**src/shared/pwio_pkg.sv**
```systemverilog
// Shared constants for the parallel word I/O port
package pwio_pkg;

    // ==========================================================
    // Widths
    localparam int DW          = 16;
    localparam int AW          = 4;
    localparam int SYNC_STAGES = 2;

    // ==========================================================
    // Register byte offsets on the slave bus
    localparam logic [3:0] ADDR_STATUS = 4'h0;
    localparam logic [3:0] ADDR_INPUT  = 4'h4;
    localparam logic [3:0] ADDR_OUTPUT = 4'h8;
    localparam logic [3:0] ADDR_CONFIG = 4'hc;

    // ==========================================================
    // Status register fields
    localparam int ST_OUT_FLAG  = 15;
    localparam int ST_OUT_IE    = 14;
    localparam int ST_OUT_MAINT = 13;
    localparam int ST_IN_FLAG   = 7;
    localparam int ST_IN_IE     = 6;
    localparam int ST_IN_MAINT  = 5;

    // ==========================================================
    // Configuration register fields
    localparam int CFG_BUFFERED = 0;
    localparam int CFG_BITIRQ   = 1;
    localparam int CFG_INIT     = 2;

    // ==========================================================
    // Reset values
    localparam logic [15:0] OUTREG_RST = 16'h0000;
    localparam logic [15:0] INBUF_RST  = 16'h0000;
    localparam logic        CFG_RST    = 1'b0;

endpackage : pwio_pkg

```
**src/shared/pwio_reg_if.sv**
```systemverilog
// Decoded register access between bus slave and port core
`timescale 1ns/100ps
interface pwio_reg_if;
    logic        wr;     // One-cycle write pulse
    logic        rd;     // One-cycle read pulse
    logic [3:0]  addr;   // Aligned byte offset
    logic [1:0]  be;     // Low and high byte enables
    logic [15:0] wdata;
    logic [15:0] rdata;  // Combinational read value

    modport slave (output wr, rd, addr, be, wdata, input rdata);
    modport core  (input wr, rd, addr, be, wdata, output rdata);
endinterface : pwio_reg_if

```
**src/rtl/pwio_port.sv**
```systemverilog
// Parallel word I/O port: registers, handshakes, interrupt requests
//
// Operation
// - Device ready pulse sets input flag; requests input irq if enabled.
// - Host acknowledge of input irq clears input irq enable.
// - Host read of input register pulses input-taken to the device.
// - Bit mode: a line setting its buffer bit requests input irq if input enabled.
// - Writing input register clears bits written one, keeps others.
// - Status write with input enable set also clears input flag.
// - Output register load pulses data-valid so device reads lines.
// - Output-accepted pulse sets output flag; irq if output enabled.
// - Host acknowledge of output irq clears output irq enable.
// - Status write with output enable bit sets output irq enable.
// - Low data-valid fires on low byte or word load, bits 7..0.
// - High data-valid fires on high byte or word load, bits 15..8.
// - Sixteen input lines feed the input register.
// - Sixteen output lines driven from the output register.
// - Initialize output asserted at reset and on software initialize.
// - Input-taken tells the device new data may be presented.
// - Status: out flag 15, out enable 14, in flag 7, in enable 6.
// - Writing one to bit 13 or 5 raises output or input irq.
// - Option picks live lines or buffered register for input reads.
// - Unused bits read zero; writes to them have no effect.
`timescale 1ns/100ps
module pwio_port (
    // Clock and reset
    input  wire logic        clk_i,
    input  wire logic        nrst_i,
    // Avalon-MM register slave
    input  wire logic [3:0]  avs_address_i,
    input  wire logic        avs_read_i,
    input  wire logic        avs_write_i,
    input  wire logic [31:0] avs_writedata_i,
    input  wire logic [3:0]  avs_byteenable_i,
    output logic      [31:0] avs_readdata_o,
    output logic             avs_waitrequest_o,
    // Host interrupt request and acknowledge
    output logic             in_irq_req_o,
    input  wire logic        in_irq_ack_i,
    output logic             out_irq_req_o,
    input  wire logic        out_irq_ack_i,
    // External device, input path
    input  wire logic [15:0] parallel_input_lines_i,
    input  wire logic        in_ready_i,
    output logic             in_taken_o,
    // External device, output path
    output logic      [15:0] parallel_output_lines_o,
    output logic             out_lo_valid_o,
    output logic             out_hi_valid_o,
    input  wire logic [1:0]  out_accept_i,
    // External device, initialize
    output logic             init_o
);

    // ==========================================================
    // Bus slave and decoded access
    pwio_reg_if reg_bus ();

    pwio_avs u_avs (
        .clk_i             (clk_i),
        .nrst_i            (nrst_i),
        .avs_address_i     (avs_address_i),
        .avs_read_i        (avs_read_i),
        .avs_write_i       (avs_write_i),
        .avs_writedata_i   (avs_writedata_i),
        .avs_byteenable_i  (avs_byteenable_i),
        .avs_readdata_o    (avs_readdata_o),
        .avs_waitrequest_o (avs_waitrequest_o),
        .bus               (reg_bus)
    );

    // ==========================================================
    // Incoming strobes, synchronised and edge detected
    wire logic       rdy_pulse;
    wire logic [1:0] acc_pulses;
    wire logic       acc_pulse;

    pwio_sync_edge u_rdy (
        .clk_i    (clk_i),
        .nrst_i   (nrst_i),
        .strobe_i (in_ready_i),
        .pulse_o  (rdy_pulse)
    );

    // Two accepted lines, either one completes the output handshake
    for (genvar g = 0; g < 2; g++) begin : g_acc
        pwio_sync_edge u_acc (
            .clk_i    (clk_i),
            .nrst_i   (nrst_i),
            .strobe_i (out_accept_i[g]),
            .pulse_o  (acc_pulses[g])
        );
    end
    assign acc_pulse = |acc_pulses;

    // ==========================================================
    // Registers
    logic [15:0] outreg_ff;
    logic [15:0] inbuf_ff;
    logic [15:0] in_prev_ff;
    logic        out_flag_ff;
    logic        out_ie_ff;
    logic        in_flag_ff;
    logic        in_ie_ff;
    logic        cfg_buf_ff;
    logic        cfg_bitirq_ff;
    logic        in_req_ff;
    logic        out_req_ff;
    logic        lo_valid_ff;
    logic        hi_valid_ff;
    logic        taken_ff;
    logic        init_ff;

    // ==========================================================
    // Write and read decode
    wire logic [15:0] wd;
    wire logic wr_lo;
    wire logic wr_hi;
    wire logic st_wr_lo;
    wire logic st_wr_hi;
    wire logic in_wr_lo;
    wire logic in_wr_hi;
    wire logic out_wr_lo;
    wire logic out_wr_hi;
    wire logic cfg_wr_lo;
    wire logic in_rd;
    wire logic sw_init;

    assign wd        = reg_bus.wdata;
    assign wr_lo     = reg_bus.wr & reg_bus.be[0];
    assign wr_hi     = reg_bus.wr & reg_bus.be[1];
    assign st_wr_lo  = wr_lo & (reg_bus.addr == pwio_pkg::ADDR_STATUS);
    assign st_wr_hi  = wr_hi & (reg_bus.addr == pwio_pkg::ADDR_STATUS);
    assign in_wr_lo  = wr_lo & (reg_bus.addr == pwio_pkg::ADDR_INPUT);
    assign in_wr_hi  = wr_hi & (reg_bus.addr == pwio_pkg::ADDR_INPUT);
    assign out_wr_lo = wr_lo & (reg_bus.addr == pwio_pkg::ADDR_OUTPUT);
    assign out_wr_hi = wr_hi & (reg_bus.addr == pwio_pkg::ADDR_OUTPUT);
    assign cfg_wr_lo = wr_lo & (reg_bus.addr == pwio_pkg::ADDR_CONFIG);
    assign in_rd     = reg_bus.rd & (reg_bus.addr == pwio_pkg::ADDR_INPUT);
    assign sw_init   = cfg_wr_lo & wd[pwio_pkg::CFG_INIT];

    // ==========================================================
    // Input buffer: lines latch on their rising edge, software
    // clears with ones; a new edge beats a clear in the same cycle
    wire logic [15:0] rise;
    wire logic [15:0] in_clr;
    wire logic [15:0] nxt_inbuf;

    assign rise      = parallel_input_lines_i & ~in_prev_ff;
    assign in_clr    = {in_wr_hi ? wd[15:8] : 8'h00,
                        in_wr_lo ? wd[7:0]  : 8'h00};
    assign nxt_inbuf = (inbuf_ff & ~in_clr) | rise;

    // ==========================================================
    // Input side flags and interrupt request
    wire logic in_ack;
    wire logic in_ev;
    wire logic nxt_in_ie;
    wire logic nxt_in_flag;
    wire logic nxt_in_req;

    assign in_ack      = in_irq_ack_i & in_req_ff;
    assign in_ev       = (rdy_pulse & in_ie_ff)
                       | (cfg_bitirq_ff & in_ie_ff & |rise)
                       | (st_wr_lo & wd[pwio_pkg::ST_IN_MAINT]);
    // A software write of the enable beats a coincident acknowledge
    assign nxt_in_ie   = st_wr_lo ? wd[pwio_pkg::ST_IN_IE]
                                  : (in_ie_ff & ~in_ack);
    assign nxt_in_flag = rdy_pulse
                       | (in_flag_ff &
                          ~(st_wr_lo & wd[pwio_pkg::ST_IN_IE]));
    assign nxt_in_req  = in_ev | (in_req_ff & ~in_irq_ack_i);

    // ==========================================================
    // Output side flags and interrupt request
    wire logic out_ack;
    wire logic out_ev;
    wire logic nxt_out_ie;
    wire logic nxt_out_flag;
    wire logic nxt_out_req;
    wire logic [15:0] nxt_outreg;

    assign out_ack      = out_irq_ack_i & out_req_ff;
    assign out_ev       = (acc_pulse & out_ie_ff)
                        | (st_wr_hi & wd[pwio_pkg::ST_OUT_MAINT]);
    assign nxt_out_ie   = st_wr_hi ? wd[pwio_pkg::ST_OUT_IE]
                                   : (out_ie_ff & ~out_ack);
    // Loading new data retires the old flag; an accept still wins
    assign nxt_out_flag = acc_pulse
                        | (out_flag_ff & ~(out_wr_lo | out_wr_hi));
    assign nxt_out_req  = out_ev | (out_req_ff & ~out_irq_ack_i);
    assign nxt_outreg   = {out_wr_hi ? wd[15:8] : outreg_ff[15:8],
                           out_wr_lo ? wd[7:0]  : outreg_ff[7:0]};

    // ==========================================================
    // Data registers and configuration
    always_ff @(posedge clk_i or negedge nrst_i) begin
        if (!nrst_i) begin
            outreg_ff     <= pwio_pkg::OUTREG_RST;
            inbuf_ff      <= pwio_pkg::INBUF_RST;
            in_prev_ff    <= 16'h0000;
            cfg_buf_ff    <= pwio_pkg::CFG_RST;
            cfg_bitirq_ff <= pwio_pkg::CFG_RST;
        end else begin
            outreg_ff  <= nxt_outreg;
            inbuf_ff   <= nxt_inbuf;
            in_prev_ff <= parallel_input_lines_i;
            if (cfg_wr_lo) begin
                cfg_buf_ff    <= wd[pwio_pkg::CFG_BUFFERED];
                cfg_bitirq_ff <= wd[pwio_pkg::CFG_BITIRQ];
            end
        end
    end

    // ==========================================================
    // Status flags, enables and interrupt requests
    always_ff @(posedge clk_i or negedge nrst_i) begin
        if (!nrst_i) begin
            in_ie_ff    <= 1'b0;
            in_flag_ff  <= 1'b0;
            in_req_ff   <= 1'b0;
            out_ie_ff   <= 1'b0;
            out_flag_ff <= 1'b0;
            out_req_ff  <= 1'b0;
        end else begin
            in_ie_ff    <= nxt_in_ie;
            in_flag_ff  <= nxt_in_flag;
            in_req_ff   <= nxt_in_req;
            out_ie_ff   <= nxt_out_ie;
            out_flag_ff <= nxt_out_flag;
            out_req_ff  <= nxt_out_req;
        end
    end

    // ==========================================================
    // Outgoing one-cycle strobes; initialize also stands in reset
    always_ff @(posedge clk_i or negedge nrst_i) begin
        if (!nrst_i) begin
            lo_valid_ff <= 1'b0;
            hi_valid_ff <= 1'b0;
            taken_ff    <= 1'b0;
            init_ff     <= 1'b1;
        end else begin
            lo_valid_ff <= out_wr_lo;
            hi_valid_ff <= out_wr_hi;
            taken_ff    <= in_rd;
            init_ff     <= sw_init;
        end
    end

    // ==========================================================
    // Read values; unused bits are driven to zero
    logic [15:0] status_rd;
    logic [15:0] cfg_rd;
    wire  logic [15:0] input_rd;

    always_comb begin
        status_rd = 16'h0000;
        status_rd[pwio_pkg::ST_OUT_FLAG] = out_flag_ff;
        status_rd[pwio_pkg::ST_OUT_IE]   = out_ie_ff;
        status_rd[pwio_pkg::ST_IN_FLAG]  = in_flag_ff;
        status_rd[pwio_pkg::ST_IN_IE]    = in_ie_ff;
        cfg_rd = 16'h0000;
        cfg_rd[pwio_pkg::CFG_BUFFERED] = cfg_buf_ff;
        cfg_rd[pwio_pkg::CFG_BITIRQ]   = cfg_bitirq_ff;
    end

    assign input_rd = cfg_buf_ff ? inbuf_ff
                                 : parallel_input_lines_i;
    assign reg_bus.rdata =
        (reg_bus.addr == pwio_pkg::ADDR_STATUS) ? status_rd :
        (reg_bus.addr == pwio_pkg::ADDR_INPUT)  ? input_rd  :
        (reg_bus.addr == pwio_pkg::ADDR_OUTPUT) ? outreg_ff :
        (reg_bus.addr == pwio_pkg::ADDR_CONFIG) ? cfg_rd    :
        16'h0000;

    // ==========================================================
    // Outputs
    assign parallel_output_lines_o = outreg_ff;
    assign out_lo_valid_o = lo_valid_ff;
    assign out_hi_valid_o = hi_valid_ff;
    assign in_taken_o     = taken_ff;
    assign init_o         = init_ff;
    assign in_irq_req_o   = in_req_ff;
    assign out_irq_req_o  = out_req_ff;

    // ==========================================================
    // Checks
    property p_in_ready;
        @(posedge clk_i) disable iff (!nrst_i)
            rdy_pulse |=> in_flag_ff && (in_irq_req_o || !$past(in_ie_ff));
    endproperty
    a_in_ready: assert property (p_in_ready)
        else $error("ready did not set flag or request");

    property p_in_ack;
        @(posedge clk_i) disable iff (!nrst_i)
            in_ack && !st_wr_lo |=> !in_ie_ff;
    endproperty
    a_in_ack: assert property (p_in_ack)
        else $error("input enable survived acknowledge");

    property p_taken;
        @(posedge clk_i) disable iff (!nrst_i)
            in_rd |=> in_taken_o ##1 !in_taken_o;
    endproperty
    a_taken: assert property (p_taken)
        else $error("input-taken not a single pulse after read");

    property p_bit_irq;
        @(posedge clk_i) disable iff (!nrst_i)
            cfg_bitirq_ff && in_ie_ff && (|rise) |=> in_irq_req_o;
    endproperty
    a_bit_irq: assert property (p_bit_irq)
        else $error("bit interrupt not requested");

    property p_inbuf_clr;
        @(posedge clk_i) disable iff (!nrst_i)
            in_wr_lo && wd[7:0] == 8'hff && rise[7:0] == 8'h00
            |=> inbuf_ff[7:0] == 8'h00;
    endproperty
    a_inbuf_clr: assert property (p_inbuf_clr)
        else $error("buffered input low byte not cleared");

    property p_en_pattern;
        @(posedge clk_i) disable iff (!nrst_i)
            st_wr_lo && wd[pwio_pkg::ST_IN_IE] && !rdy_pulse
            |=> in_ie_ff && !in_flag_ff;
    endproperty
    a_en_pattern: assert property (p_en_pattern)
        else $error("enable pattern did not set enable and clear flag");

    property p_lo_valid;
        @(posedge clk_i) disable iff (!nrst_i)
            out_wr_lo |=> out_lo_valid_o &&
            parallel_output_lines_o[7:0] == $past(wd[7:0]);
    endproperty
    a_lo_valid: assert property (p_lo_valid)
        else $error("low data-valid or low byte wrong");

    property p_hi_valid;
        @(posedge clk_i) disable iff (!nrst_i)
            out_wr_hi |=> out_hi_valid_o &&
            parallel_output_lines_o[15:8] == $past(wd[15:8]);
    endproperty
    a_hi_valid: assert property (p_hi_valid)
        else $error("high data-valid or high byte wrong");

    property p_out_acc;
        @(posedge clk_i) disable iff (!nrst_i)
            acc_pulse && out_ie_ff |=> out_flag_ff && out_irq_req_o;
    endproperty
    a_out_acc: assert property (p_out_acc)
        else $error("accept did not set flag and request");

    property p_out_ack;
        @(posedge clk_i) disable iff (!nrst_i)
            out_ack && !st_wr_hi |=> !out_ie_ff;
    endproperty
    a_out_ack: assert property (p_out_ack)
        else $error("output enable survived acknowledge");

    property p_maint;
        @(posedge clk_i) disable iff (!nrst_i)
            st_wr_hi && wd[pwio_pkg::ST_OUT_MAINT] |=> out_irq_req_o;
    endproperty
    a_maint: assert property (p_maint)
        else $error("maintenance bit gave no output request");

    property p_sel;
        @(posedge clk_i) disable iff (!nrst_i)
            in_rd && cfg_buf_ff |=> avs_readdata_o[15:0] == $past(inbuf_ff);
    endproperty
    a_sel: assert property (p_sel)
        else $error("buffered read returned wrong value");

    property p_init;
        @(posedge clk_i) disable iff (!nrst_i)
            sw_init |=> init_o ##1 !init_o;
    endproperty
    a_init: assert property (p_init)
        else $error("software initialize not a single pulse");

endmodule : pwio_port

```
**src/rtl/pwio_sync_edge.sv**
```systemverilog
// Strobe synchroniser with rising-edge pulse detector
`timescale 1ns/100ps
module pwio_sync_edge #(
    parameter int STAGES = pwio_pkg::SYNC_STAGES
) (
    // Clock and reset
    input  wire logic clk_i,
    input  wire logic nrst_i,
    // Strobe in, pulse out
    input  wire logic strobe_i,
    output logic      pulse_o
);

    // ==========================================================
    // Elaboration check
    if (STAGES < 2) begin : g_chk
        $error("pwio_sync_edge needs at least two stages");
    end

    logic [STAGES-1:0] sync_ff;
    logic              last_ff;

    // ==========================================================
    // Synchroniser chain; only the last stage feeds the detector
    always_ff @(posedge clk_i or negedge nrst_i) begin
        if (!nrst_i) begin
            sync_ff <= '0;
            last_ff <= 1'b0;
        end else begin
            sync_ff <= {sync_ff[STAGES-2:0], strobe_i};
            last_ff <= sync_ff[STAGES-1];
        end
    end

    // One pulse per rising edge, however long the strobe stays high
    assign pulse_o = sync_ff[STAGES-1] & ~last_ff;

    property p_pulse_one;
        @(posedge clk_i) disable iff (!nrst_i)
            pulse_o |=> !pulse_o;
    endproperty
    a_pulse_one: assert property (p_pulse_one)
        else $error("strobe pulse longer than one cycle");

endmodule : pwio_sync_edge

```
**src/rtl/pwio_avs.sv**
```systemverilog
// Avalon-MM slave front end that turns accesses into pulses
`timescale 1ns/100ps
module pwio_avs (
    // Clock and reset
    input  wire logic        clk_i,
    input  wire logic        nrst_i,
    // Avalon-MM slave
    input  wire logic [3:0]  avs_address_i,
    input  wire logic        avs_read_i,
    input  wire logic        avs_write_i,
    input  wire logic [31:0] avs_writedata_i,
    input  wire logic [3:0]  avs_byteenable_i,
    output logic      [31:0] avs_readdata_o,
    output logic             avs_waitrequest_o,
    // Decoded access toward the core
    pwio_reg_if.slave        bus
);

    logic        wait_ff;
    logic [31:0] rdata_ff;
    wire  logic  take;
    wire  logic  aligned;
    wire  logic [31:0] nxt_rdata;

    // ==========================================================
    // Decode: each access is taken once, on the cycle its
    // waitrequest is still high; misaligned offsets are unmapped
    assign take      = (avs_read_i | avs_write_i) & wait_ff;
    assign aligned   = (avs_address_i[1:0] == 2'h0);
    assign bus.wr    = take & avs_write_i & aligned;
    assign bus.rd    = take & avs_read_i & aligned;
    assign bus.addr  = avs_address_i;
    assign bus.be    = avs_byteenable_i[1:0];
    assign bus.wdata = avs_writedata_i[15:0];
    assign nxt_rdata = (take & avs_read_i) ?
                       {16'h0000, aligned ? bus.rdata : 16'h0000} :
                       rdata_ff;

    // ==========================================================
    // Answer one cycle after the request; waitrequest then rises
    // again so a held request is never taken twice
    always_ff @(posedge clk_i or negedge nrst_i) begin
        if (!nrst_i) begin
            wait_ff  <= 1'b1;
            rdata_ff <= 32'h0000_0000;
        end else begin
            wait_ff  <= ~take;
            rdata_ff <= nxt_rdata;
        end
    end

    assign avs_waitrequest_o = wait_ff;
    assign avs_readdata_o    = rdata_ff;

    property p_wait_one;
        @(posedge clk_i) disable iff (!nrst_i)
            take |=> !avs_waitrequest_o ##1 avs_waitrequest_o;
    endproperty
    a_wait_one: assert property (p_wait_one)
        else $error("waitrequest not low for exactly one cycle");

endmodule : pwio_avs

```
**config.mk**
```make
export PLATFORM = sky130hd
export DESIGN_NAME = pwio_port
export DESIGN_NICKNAME = d
export VERILOG_FILES = /design/src/shared/pwio_pkg.sv /design/src/shared/pwio_reg_if.sv /design/src/rtl/pwio_port.sv /design/src/rtl/pwio_sync_edge.sv /design/src/rtl/pwio_avs.sv
export SDC_FILE = /design/constraint.sdc
export NUM_CORES = 1
export LEC_CHECK = 0
export BUFFER_PORTS_ARGS = -buffer_cell sky130_fd_sc_hd__buf_2
export CAP_MARGIN = 0
export CORE_ASPECT_RATIO = 1.5
export CORE_MARGIN = 2
export CORE_UTILIZATION = 50
export CTS_CLUSTER_SIZE = 24
export DETAILED_ROUTE_END_ITERATION = 16
export GPL_TIMING_DRIVEN = 0
export HOLD_SLACK_MARGIN = 0.03
export MAX_ROUTING_LAYER = met4
export PLACE_DENSITY = 0.78
export SYNTH_ARGS = -nofsm -noshare
export SYNTH_HDL_FRONTEND = slang
export SYNTH_SLANG_ARGS = --single-unit
```
**constraint.sdc**
```tcl
create_clock -name clk_i -period 2.4 [get_ports clk_i]
set_input_delay 0.36 -clock clk_i [delete_from_list [all_inputs] [get_ports clk_i]]
set_output_delay 0.36 -clock clk_i [all_outputs]
set_load 0.02 [all_outputs]
```
## After elaboration in Yosys (flattened, before gate mapping)

Index checks and enable logic that the tools add are counted.

| word-level totals | value |
|---|---|
| flip-flop bits (word level) | 86 |
| input port bits | 65 |
| output and inout bits | 55 |
| word-level logic and storage cells | 99 |

| cells by class | value |
|---|---|
| equal/unequal tests | 3 |
| mux-type cells | 10 |
| bitwise operators | 58 |
| reduce and logical (&&, ||, !) cells | 4 |

Operators with widths:

| operator | count |
|---|---|
| $mux W16 | 5 |
| $and A1 B1 Y1 | 34 |
| $and A16 B16 Y16 | 2 |
| $not A16 Y16 | 2 |
| $mux W8 | 2 |
| $or A16 B16 Y16 | 1 |
| $reduce_or A16 Y1 | 1 |
| $not A1 Y1 | 10 |
| $or A1 B1 Y1 | 9 |
| $eq A4 B4 Y1 const B | 2 |
| $eq A4 B3 Y1 const B | 1 |
| $logic_not A4 Y1 | 1 |
| $logic_not A2 Y1 | 1 |
| $mux W1 | 2 |
| $mux W2 | 1 |
| $reduce_or A2 Y1 | 1 |

## Longest topological paths before layout

| logic depth | value |
|---|---|
| depth in word-level cells | 10 |
| gate-level depth with buffers | 6 |
| gate-level depth less buffers | 4 |

## By module

A second synthesis with hierarchy kept.

| unflattened totals | value |
|---|---|
| cells, all modules | 323 |
| area total of the unflattened synthesis | 3873.7 um^2 |

By module, submodules not included:

| module | instances | cells each | area each (um^2) |
|---|---|---|---|
| pwio_port | 1 | 231 | 2690.1 |
| pwio_avs | 1 | 80 | 917.1 |
| pwio_sync_edge | 3 | 4 | 88.8 |

## Least setup slack after synthesis

No wires, ideal clock.

| timing | value |
|---|---|
| path type | register -> register |
| start | register u_avs.wait_ff (netlist: u_avs.avs_waitrequest_o) |
| end | register outreg_ff[1] (netlist: parallel_output_lines_o[1]) |
| arrival time | 1.659 ns |
| required time | 2.272 ns |
| setup slack | 0.614 ns |
| stages on the path, launching flop included | 5 |
| buffers on the path | 1 |
| period minus slack after synthesis | 1.786 ns |
| cells stage by stage | dfstp_2 nand4bb_4 or3_1 buf_2 mux2_1 |

| between the ends | value |
|---|---|
| word-level cells in the longest chain between the ends | 5 |

RTL lines:

| element | line | source |
|---|---|---|
| start, declared | pwio_avs.sv:19 | `logic wait_ff;` |
| start signal, assigned | pwio_avs.sv:47 | `wait_ff <= ~take;` |
| $and A1 B1 Y1 | pwio_avs.sv:28 | `assign take = (avs_read_i \| avs_write_i) & wait_ff;` |
| $and A1 B1 Y1 (2 in a row) | pwio_avs.sv:30 | `assign bus.wr = take & avs_write_i & aligned;` |
| $and A1 B1 Y1 | pwio_port.sv:130 | `assign wr_lo = reg_bus.wr & reg_bus.be[0];` |
| $and A1 B1 Y1 | pwio_port.sv:136 | `assign out_wr_lo = wr_lo & (reg_bus.addr == pwio_pkg::ADDR_OUTPUT);` |
| end signal, assigned | pwio_port.sv:199 | `outreg_ff <= pwio_pkg::OUTREG_RST;` |
| end signal, assigned | pwio_port.sv:205 | `outreg_ff <= nxt_outreg;` |
| end, declared | pwio_port.sv:98 | `logic [15:0] outreg_ff;` |

No other way between the ends.
A chain may end at the register's enable or synchronous reset.

## Worst setup path in the final report

| timing | value |
|---|---|
| start | register u_avs.wait_ff (netlist: u_avs.avs_waitrequest_o) |
| end | register outreg_ff[2] (netlist: parallel_output_lines_o[2]) |

Same word-level chain as after synthesis.

==> out/metrics.csv <==
stage;metric;value;unit
floorplan;Core Box Area;0.00713;mm²
logic_synthesis;Yosys top cell area share;0.576;
floorplan;Die ar.;0.00801;mm²
sta;Fmax achieved;527;MHz
cts;CTS sink cnt;86;
layout;multi-input logic area;0.00134;mm²
floorplan;Die Wd;73.7;µm
critical_path;crit-path max cell delay;0.60;ns
sta;Tmin final;1.90;ns
global_route;largest net degree at the start of global routing;67;
global_route;total track usage;0.233;
routing;DR iter-0 viols;242;
routing;DR pass1 iterations;4;
layout;fin util;0.626;
logic_synthesis;synth cell count leaders;84 x dfrtp_1, 37 x nand2_1, 25 x nor2_1;
routing;wire length per cell;16.6;µm
sta;Worst Tran Pin Value;0.849;ns
logic_synthesis;Synthesis Warnings;0;
place;placed instance area;0.00426;mm²
critical_path;CP Data Required Time;2.65;ns
layout;FF+latch area;0.00215;mm²
layout;diode count;0;
logic_synthesis;dominant synthesized flop cell;dfrtp_1;
worst_hold_path;class of the worst hold path;in2reg;
pwr;PwrDens;689;mW/mm²
floorplan;I/O pin cnt;120;
routing;via count;2728;
status;run status;complete, no violations;
logic_synthesis;sequential-to-total area share from yosys stat;0.591;
sta;Slew Viols, Final;0;
routing;via/cell ratio;5.28;
cts;H-tree levels;3;
routing;wire length on met3;472;µm
critical_path;path type of the worst setup path;reg2reg;
routing;Antenna Violating Nets Remaining;0;
layout;Nets;497;
pwr;worst vdd ir;560;µV
cts;total CTS buffers;9;
floorplan;FP Rows;38;
layout;Area growth syn-to-layout;22.5;%
critical_path;Critical Path AT;2.14;ns
critical_path;CP Cell Sequence;nand4bb_4 > or3_1 > buf_2 > mux2_1;
job;number of max-cap violations;0;
cts;CTS root buffer;clkbuf_8;
floorplan;initial cell density of the core;0.511;
pwr;P_leak;0.00215;µW
logic_synthesis;Yosys cell types;37;
logic_synthesis;fraction of registers with async set/reset;1.00;
cts;clock buffer depth;2;
critical_path;Crit. End Element;flop;
sta;setup_tns;0;ns
critical_path;CP bufs+invs;1;
logic_synthesis;Yosys reg bits;86;
global_route;initial antenna violation count;0;
global_route;total gr overflow;0;
global_route;vias in the first global route;2802;
logic_synthesis;Mean Syn Cell Area;11.4;µm²
cts;Worst-Skew Late Latency;0.36;ns
floorplan;Die Ht;109;µm
logic_synthesis;Cell Area, Synth;0.00365;mm²
layout;Fillers;615;
critical_path;CP max FO;10;
routing;met2 WL;4620;µm
sta;crit share post-route;0.791;
global_route;first-pass GRT wire length;13500;µm
routing;WL final;8560;µm
place;DP Wirelength;6290;µm
logic_synthesis;Gate Count Post-Synth;319;
sta;Final setup viols;0;
place;Buffers on Ports;85;
critical_path;CP startpoint kind;flop;
critical_path;CP max stage cell;dfstp_2;
logic_synthesis;count leader, synth;dfrtp_1;
logic_synthesis;Yosys top cell by area;dfrtp_1;
sta;unrepaired setup endpoints after global routing;false;
layout;final instance area;0.00447;mm²
place;gpl congestion;0.905;
sta;skew final;0.0104;ns
routing;DRC Markers;0;
layout;layout cells sized above 1;0.334;
logic_synthesis;ranking of synthesized cells by area;dfrtp_1 58%, mux2_2 4.6%, mux2i_1 3.8%;
logic_synthesis;Post-synth EDFFs;0;
sta;final hold violations;0;
routing;M1 WL;3290;µm
critical_path;CP delay by family, top;flip-flops;
cts;TritonCTS clock tree;yes;
routing;top sig layer;met4;
cts;clk slew on worst S/H paths;0.09;ns
sta;Slew HR;0.431;
## metrics by stage
| stage | power, µW | hold WS, ns | setup WS [ns] | instances |
|---|---|---|---|---|
| after CTS | 3100 | 0.0919 | 0.484 | 517 |
| after detailed placement | 2090 | 0.272 | 0.399 | 500 |
| after global placement | 2070 | 0.334 | 0.301 | 499 |
| after global routing | 3200 | 0.0950 | 0.420 | 517 |
| final | 3080 | 0.108 | 0.503 | 517 |
| after floorplan | 1890 | 0.0644 | 0.614 | 334 |
## power breakdown
group          switching, µW  internal (µW)  total [µW]
Clock                    511            505        1020
Sequential              61.6           1540        1600
Combinational            277            182         459
Total                    849           2230        3080
## area by class of cell
cell class                      instances  share of cell area
Sequential cell                        86               0.482
Multi-Input combinational cell        211               0.299
Timing Repair Buffer                   87               0.104
Buffer                                 26              0.0381
Clock buffer                           10              0.0308
Tap cell                               80              0.0224
Clock inverter                          6              0.0137
Inverter                               11             0.00924
## per-layer routing
layer  vias up  global-route usage
li1       1285                   -
met1      1335               0.269
met2        96               0.396
met3        12              0.0513
met4         0              0.0805
met5         -                   -
## state kept, by name (all words and copies together), names as in the netlist, 2 cells and up
signal,cells
u_rdy.sync_ff,2
g_acc.u_acc.sync_ff,4
inbuf_ff,16
in_prev_ff,16
u_avs.avs_readdata_o,16
parallel_output_lines_o,16
g_acc.u_acc.last_ff,2
## cell families (layout without fill, tap and decap cells)
kind of cell,after synthesis,count (layout),synth area share
buffers and inverters,37,140,0.0580
multiplexers,33,33,0.0971
flip-flops,86,86,0.591
AO/OA/AOI/OAI,59,59,0.107
AND/OR/NAND/NOR,103,103,0.146
other,1,16,0.00103
## repair_timing
action	in CTS	in global routing
resized for setup	0	0
hold buffers	1	0
endpoints found under the hold margin	19	0
setup buffers	0	0
## path summary, 6_finish.rpt
kind                                           start                    endpoint  slack, ns  cells past startpoint
hold / removal                       out_accept_i[0]   g_acc[0].u_acc.sync_ff[0]       0.11                      1
setup reg to reg             u_avs.avs_waitrequest_o  parallel_output_lines_o[2]       0.50                      4
max in group asynchronous                     nrst_i                      init_o       1.33                      3
min in group asynchronous                     nrst_i            u_rdy.sync_ff[0]       0.43                      2
hold reg to reg            g_acc[1].u_acc.sync_ff[0]   g_acc[1].u_acc.sync_ff[1]       0.35                      0
setup / recovery             u_avs.avs_waitrequest_o  parallel_output_lines_o[2]       0.50                      4
## placed cells by master (no fill, tap or decap), types with 2 or more instances in the layout
cell type,instances
nor2b_1,21
dfstp_2,2
mux2_1,4
mux2i_1,14
inv_1,11
or3_1,2
a211oi_1,2
o41ai_1,2
o21ai_0,15
clkinv_2,3
nand2_1,37
mux2_2,15
buf_2,88
nor2_1,25
a32o_1,4
a21oi_1,13
clkbuf_1,5
nor3_4,2
clkbuf_8,10
conb_1,16
nand4_1,2
a21o_1,17
nand3_1,4
nor4_1,4
dfrtp_1,84
buf_4,17
Note: power is estimated with default switching activity, not from simulation.
